$ cat config.mk
export PLATFORM = sky130hd
export DESIGN_NAME = p1cfg_top
export DESIGN_NICKNAME = d
export VERILOG_FILES = /design/src/p1cfg_pkg.sv /design/src/p1cfg_pin.sv /design/src/p1cfg_top.sv
export VERILOG_INCLUDE_DIRS = /design/src /design/src/src
export SDC_FILE = /design/constraint.sdc
export NUM_CORES = 1
export LEC_CHECK = 0
export ABC_AREA = 1
export BUFFER_PORTS_ARGS = -buffer_cell sky130_fd_sc_hd__buf_2
export CAP_MARGIN = 15
export CORE_UTILIZATION = 53
export CTS_CLUSTER_DIAMETER = 200
export DETAILED_ROUTE_END_ITERATION = 10
export GPL_TIMING_DRIVEN = 0
export MAX_ROUTING_LAYER = met4
export PLACE_DENSITY_LB_ADDON = 0.25
export SYNTH_ARGS = -nofsm -noshare
export SYNTH_HDL_FRONTEND = slang
export SYNTH_SLANG_ARGS = --single-unit
$ cat constraint.sdc
create_clock -name core_clk -period 4.6 [get_ports core_clk]
set_input_delay 0.46 -clock core_clk [delete_from_list [all_inputs] [get_ports core_clk]]
set_output_delay 0.46 -clock core_clk [all_outputs]
set_load 0.02 [all_outputs]
$ cat src/p1cfg_defines.svh
// Offsets, field positions and reset values of the port-1 upper pin block
`ifndef P1CFG_DEFINES_SVH
`define P1CFG_DEFINES_SVH

// Register indices; the byte address is four times the index
`define P1CFG_IDX_PIN4      8'h11
`define P1CFG_IDX_PIN5      8'h12
`define P1CFG_IDX_PIN6      8'h13
`define P1CFG_IDX_PIN7      8'h14
// Block-local registers: port-1 data bits 7..4, SPI mode/enable, status
`define P1CFG_IDX_DATA      8'h20
`define P1CFG_IDX_SPICTL    8'h21
`define P1CFG_IDX_STATUS    8'h22

`define P1CFG_BIT_OE        0
`define P1CFG_BIT_PULLUP    1
`define P1CFG_BIT_ODRAIN    2
`define P1CFG_BIT_HSINK     3
`define P1CFG_BIT_ACTLOW    5
`define P1CFG_BIT_INTEN     6
`define P1CFG_BIT_SPIUSE    7

// Writable masks: bit 4 reserved everywhere, bit 7 reserved on pin 7
`define P1CFG_MASK_SPIPIN   8'hEF
`define P1CFG_MASK_PIN7     8'h6F
`define P1CFG_RESET         8'h00

`define P1CFG_MODE_MASTER   2'h1
`define P1CFG_MODE_SLAVE    2'h2

`endif

$ cat src/p1cfg_pkg.sv
// Types of the port-1 upper pin configuration block
package p1cfg_pkg;
  typedef enum logic [1:0] {
    P1CFG_IDLE,
    P1CFG_WRITE,
    P1CFG_READ
  } p1cfg_phase_t;

  typedef struct packed {
    logic [3:0][7:0] cfg;
    logic [3:0]      data;
    logic            spi_en;
    logic [1:0]      mode;
    logic [31:0]     rdata;
    logic [7:0]      addr;
    p1cfg_phase_t    phase;
  } p1cfg_state_t;
endpackage

$ cat src/p1cfg_pin.sv
// One pin's output mux and interrupt level detect
`timescale 1ns/1ns
`include "p1cfg_defines.svh"
module p1cfg_pin
  import p1cfg_pkg::*;
(
  // Configuration
  input  wire logic [7:0] cfg,
  input  wire logic       data_bit,
  input  wire logic       spi_sel,
  // SPI side
  input  wire logic       spi_out,
  input  wire logic       spi_dir_out,
  // Pin
  input  wire logic       pin_in,
  output logic            pin_out,
  output logic            pin_oe_n,
  output logic            pin_pullup,
  output logic            pin_hsink,
  output logic            irq_level
);
  logic drive_out;
  logic val;

  always_comb begin
    if (spi_sel) begin
      drive_out = spi_dir_out;
      val       = spi_out;
    end else begin
      drive_out = cfg[`P1CFG_BIT_OE];
      val       = data_bit;
    end
    // Open drain only pulls low, in either use
    if (cfg[`P1CFG_BIT_ODRAIN] && val)
      drive_out = 1'b0;
    pin_oe_n   = ~drive_out;
    pin_out    = val;
    pin_pullup = cfg[`P1CFG_BIT_PULLUP];
    pin_hsink  = cfg[`P1CFG_BIT_HSINK];
    // Level interrupt, polarity from active-low bit
    irq_level  = cfg[`P1CFG_BIT_INTEN] &
                 (pin_in ^ cfg[`P1CFG_BIT_ACTLOW]);
  end
endmodule // p1cfg_pin

$ cat src/p1cfg_top.sv
// AHB-Lite register block for port-1 pins four to seven
//
// Implementation choice: the AHB-Lite register port.
`timescale 1ns/1ns
`include "p1cfg_defines.svh"
// Functional notes
// - Three 8-bit identical config registers for pins four to six.
// - Pins four to six always use TTL input thresholds.
// - SPI enabled and SPI-use set: SPI drives enable and value.
// - Otherwise the pin follows its enable bit and data bit.
// - Interrupt, sink, open-drain, pull-up settings act in both uses.
// - Bit 7 clear is GPIO, set hands output to SPI.
// - In master or slave mode SPI sets select/data pin direction.
// - Serial-clock pin direction always comes from its enable bit.
// - Pin seven register; bits 7 and 4 reserved.
// - Pin seven always uses a TTL threshold.
module p1cfg_top
  import p1cfg_pkg::*;
(
  // Clock and reset
  input  wire logic        core_clk,
  input  wire logic        rstn,
  // AHB-Lite slave
  input  wire logic        hsel,
  input  wire logic [31:0] haddr,
  input  wire logic [1:0]  htrans,
  input  wire logic        hwrite,
  input  wire logic [2:0]  hsize,
  input  wire logic [31:0] hwdata,
  input  wire logic        hready,
  output logic             hreadyout,
  output logic             hresp,
  output logic [31:0]      hrdata,
  // SPI engine side: pins 3,5,6 outputs and directions, pin 4 output
  input  wire logic        spi_select_out,
  input  wire logic        spi_sclk_out,
  input  wire logic        spi_mosi_out,
  input  wire logic        spi_miso_out,
  input  wire logic        spi_mosi_dir_out,
  input  wire logic        spi_miso_dir_out,
  input  wire logic        spi_select_dir_out,
  output logic             spi_enable,
  output logic [1:0]       spi_mode,
  // Select pin controls for pin three
  output logic             port1_pin3_select_auto,
  output logic             port1_pin3_select_oe_n,
  // Pins four to seven
  input  wire logic [3:0]  pin_in,
  output logic [3:0]       pin_out,
  output logic [3:0]       pin_oe_n,
  output logic [3:0]       pin_pullup,
  output logic [3:0]       pin_hsink,
  output logic [3:0]       pin_ttl,
  // Port interrupt request
  output logic             port_irq
);
  // ****************************************
  // Register state
  // ****************************************
  p1cfg_state_t s_q;
  p1cfg_state_t s_d;
  logic [3:0]   irq_lvl;
  logic [3:0]   spi_sel;
  logic [3:0]   spi_o;
  logic [3:0]   spi_dir;
  logic         comm_mode;

  // Pin seven also masks bit 7
  function automatic logic [7:0] reg_mask(input logic [7:0] idx);
    case (idx)
      `P1CFG_IDX_PIN7: reg_mask = `P1CFG_MASK_PIN7;
      default:         reg_mask = `P1CFG_MASK_SPIPIN;
    endcase
  endfunction

  function automatic logic is_cfg(input logic [7:0] idx);
    is_cfg = (idx >= `P1CFG_IDX_PIN4) && (idx <= `P1CFG_IDX_PIN7);
  endfunction

  logic       take;
  logic [7:0] idx_a;
  logic [7:0] wr_val;
  logic [1:0] slot;
  assign take  = hsel & hready & htrans[1];
  assign idx_a = haddr[9:2];
  assign wr_val = hwdata[7:0];
  assign slot  = 2'(s_q.addr - `P1CFG_IDX_PIN4);

  always_comb begin
    s_d = s_q;
    if (s_q.phase == P1CFG_WRITE) begin
      if (is_cfg(s_q.addr)) begin
        // Identical layout, reserved bit held zero
        s_d.cfg[slot] = wr_val & reg_mask(s_q.addr);
      end else if (s_q.addr == `P1CFG_IDX_DATA) begin
        s_d.data = wr_val[3:0];
      end else if (s_q.addr == `P1CFG_IDX_SPICTL) begin
        s_d.spi_en = wr_val[0];
        s_d.mode   = wr_val[2:1];
      end
    end
    if (take) begin
      s_d.addr  = idx_a;
      s_d.phase = hwrite ? P1CFG_WRITE : P1CFG_READ;
      s_d.rdata = 32'h0000_0000;
      if (!hwrite) begin
        case (idx_a)
          `P1CFG_IDX_PIN4,
          `P1CFG_IDX_PIN5,
          `P1CFG_IDX_PIN6,
          `P1CFG_IDX_PIN7:
            s_d.rdata[7:0] = s_d.cfg[2'(idx_a - `P1CFG_IDX_PIN4)];
          `P1CFG_IDX_DATA:   s_d.rdata[3:0] = s_d.data;
          `P1CFG_IDX_SPICTL: s_d.rdata[2:0] = {s_d.mode, s_d.spi_en};
          `P1CFG_IDX_STATUS: s_d.rdata[7:0] = {irq_lvl, pin_in};
          default:           s_d.rdata = 32'h0000_0000;
        endcase
      end
    end else begin
      s_d.phase = P1CFG_IDLE;
    end
  end

  always_ff @(posedge core_clk or negedge rstn) begin
    if (!rstn) begin
      s_q <= '0;
    end else begin
      s_q <= s_d;
    end
  end

  // Zero wait states, always OKAY; unmapped reads return zero
  assign hreadyout = 1'b1;
  assign hresp     = 1'b0;
  assign hrdata    = s_q.rdata;

  // ****************************************
  // Pin muxing
  // ****************************************
  assign spi_enable = s_q.spi_en;
  assign spi_mode   = s_q.mode;
  assign comm_mode  = (s_q.mode == `P1CFG_MODE_MASTER) ||
                      (s_q.mode == `P1CFG_MODE_SLAVE);
  // Select direction set by SPI logic in comm modes
  assign port1_pin3_select_auto = s_q.spi_en & comm_mode;
  assign port1_pin3_select_oe_n = ~spi_select_dir_out;

  assign spi_o = {1'b0, spi_miso_out, spi_mosi_out, spi_sclk_out};
  // Clock pin direction from its own enable bit
  assign spi_dir[0] = s_q.cfg[0][`P1CFG_BIT_OE];
  // Data pins follow SPI direction only in comm modes
  assign spi_dir[1] = comm_mode ? spi_mosi_dir_out
                                : s_q.cfg[1][`P1CFG_BIT_OE];
  assign spi_dir[2] = comm_mode ? spi_miso_dir_out
                                : s_q.cfg[2][`P1CFG_BIT_OE];
  assign spi_dir[3] = 1'b0;

  genvar g;
  generate
    for (g = 0; g < 4; g++) begin : g_pin
      // Bit 7 selects SPI use only while SPI is enabled
      assign spi_sel[g] = s_q.spi_en & s_q.cfg[g][`P1CFG_BIT_SPIUSE];
      p1cfg_pin u_pin (
        .cfg         (s_q.cfg[g]),
        .data_bit    (s_q.data[g]),
        .spi_sel     (spi_sel[g]),
        .spi_out     (spi_o[g]),
        .spi_dir_out (spi_dir[g]),
        .pin_in      (pin_in[g]),
        .pin_out     (pin_out[g]),
        .pin_oe_n    (pin_oe_n[g]),
        .pin_pullup  (pin_pullup[g]),
        .pin_hsink   (pin_hsink[g]),
        .irq_level   (irq_lvl[g])
      );
    end
  endgenerate

  assign pin_ttl  = 4'hF;
  // Port interrupt is OR of enabled pin levels
  assign port_irq = |irq_lvl;
endmodule // p1cfg_top

==> results.toml <==
[worst_hold_path]
hold_path_class = "in2async"

[synth]
synth_area_leaders = "dfrtp_1 (38%), nand2_1 (13%), buf_4 (11%), inv_1 (7.8%), nand3_1 (7.0%)"
async_flop_share_pct = 100
synth_ff_type = "dfrtp_1"
yosysWarningCount = 0
synth_area_um2 = 3740
synth_edf_count = 0
synth_top_area_share_pct = 38.1
ys_seq_elements = 57
synth_most_common_cell = "nand2_1"
syn_avg_cell_area_um2 = 7.37
yosysSeqAreaShare_pct = 38.1
synthCells = 508
synth_commonest_cells = "nand2_1 (133), inv_1 (78), dfrtp_1 (57)"
synth_top_cell_by_area = "dfrtp_1"
ys_types = 36

[worst_setup_path]
startpoint_type = "primary input"
cp_data_arrival_time_ps = 2750
worstPathRequired_ps = 4830
critPathKind = "in2reg"
worstSetupEndpointType = "register"
rrSetupSlack_ps = 2440
critPathMaxFanout = 11

[die]
io_pins = 145
die_y_um = 86.0
dieArea_um2 = 7400
start_util_pct = 55.1
rows = 30
core_um2 = 6790
die_w_um = 86.0

[cts]
h-tree-depth = 3
cts_buffers = 9
clk_latency_ps = 350
ctsResizeCount = 0
clk_pin_slew_worst_paths_ps = 70
clock_path_buffers = 2
cts_setup_buffers = 0
hold_buffers = 0
cts_root_buf = "clkbuf_8"
cts_sinks = 57
cts_tree = "built"

[outcome]
status = "finished, final reports clean"

[timing]
finalSetupViolCount = 0
tightest_slew_ps = 622
slew_headroom_pct = 58.4
rsz0062_at_grt = "false"
fmax_mhz = 398
final_hold_viol_count = 0
fin_ws_ps = 2090
slew_viol_final = 0
fin_crit_sh_pct = 54.6
finalSetupTns_ps = 0
fin_crit_ps = 2510
skew_ps = 5.05

[final_layout]
drive_above_1_share_pct = 25.1
nNetsFinal = 697
area_growth_pct = 19.8
design_area_um2 = 4490
antenna_cells = 0

[power]
ir_drop_v = 0.000180
leakage_nw = 2.56
pwr_density_cell_nw_per_um2 = 292

[route]
drc_errors = 0
postRouteAntennaNets = 0
routed_wl_um = 9040
first_pass_iters = 5
wl_per_cell_um = 12.8
detail_route.iter0.violations = 296
vias_per_cell = 4.81
num_vias = 3410

[global_route]
antenna_found_initial = 0
grt_max_degree = 40
overflow = 0
track_usage_pct = 27.5
grt_pass1_vias = 3233
grt_pass1_wl_um = 15100

[job]
maxCapViolCount = 0

[place]
hpwl_um = 6760
dp_slack_ps = 1810
port_buffers = 60
gp_congestion = 0.946
place_area_um2 = 4290
## metrics by stage
| stage | cells | power (W) | utilization (%) | hold slack [ps] |
|---|---|---|---|---|
| after global placement | 692 | 0.000832 | 62.8 | 443 |
| after detailed placement | 693 | 0.000841 | 63.1 | 435 |
| after floorplan | 536 | 0.000762 | - | 164 |
| after CTS | 709 | 0.00131 | 66.0 | 63.0 |
| final | 709 | 0.00131 | 66.0 | 54.6 |
| after global routing | 709 | 0.00137 | 66.0 | 93.6 |
## cell type report
cell class / count / area (um2)
fill: 628 / 2310
multi-input combinational: 337 / 1630
sequential: 57 / 1430
buffer: 63 / 493
timing repair buffer: 61 / 320
inverter: 79 / 297
clock buffer: 11 / 141
tap: 96 / 120
clock inverter: 5 / 55.1
## power breakdown
| part | internal (W) | switching [W] |
|---|---|---|
| Sequential | 0.000534 | 0.0000225 |
| Combinational | 0.000109 | 0.000169 |
| Clock | 0.000263 | 0.000211 |
## path summary, 6_finish.rpt
path / cells after the start / from / endpoint
max in group asynchronous: 2 / rstn / hrdata[6]
max reg2reg: 14 / s_q[3] / hrdata[3]
min reg2reg: 2 / s_q[69] / s_q[69]
max: 12 / haddr[2] / hrdata[7]
min in group core_clk: 3 / hwrite / s_q[0]
min: 1 / rstn / s_q[52]
## state kept, by name (all words and copies together), names as in the netlist
signal      count
hrdata          8
spi_enable      1
s_q            46
spi_mode        2
## layout by cell type, fill, tap and decap left out, drive strengths merged, types with 3 or more instances in the layout
cell type | Yosys | layout
a21oi | 12 | 12
and2 | 21 | 21
buf | 59 | 120
clkbuf | 4 | 15
clkinv | 1 | 3
conb | 2 | 30
dfrtp | 57 | 57
ha | 4 | 4
inv | 78 | 78
nand2 | 138 | 138
nand3 | 54 | 54
nand4 | 6 | 6
nor2 | 33 | 33
nor3 | 5 | 5
o21a | 7 | 7
o21ai | 17 | 17
## kinds of logic after synthesis
family / count (synthesis) / share of synthesized area, %
AOI/OAI and AO/OA: 44 / 7.19
xor gates and xnor gates: 1 / 0.234
adders and majority gates: 4 / 1.34
buffers and inverters: 142 / 21.1
DFF: 57 / 38.1
other: 2 / 0.201
and+or+nand+nor: 258 / 31.9
## worst max-delay path, cell delays in order
cell and delay [ps]:
buf_2 100, buf_2 240, clkinv_1 390, clkbuf_8 320, ha_1 310, clkbuf_8 180
inv_1 240, nand3_1 170, nand3_1 130, nand2_1 70, nand2_1 60, nand2_1 60
## per-layer routing
layer	GRT usage, %	part of all wire (%)	up-vias
met5	-	0	-
met4	14.5	3.3	0
met3	4.72	6.6	30
met2	42.7	47	140
met1	34.4	43	1536
li1	-	-	1704
(Power assumes the default switching activity.)
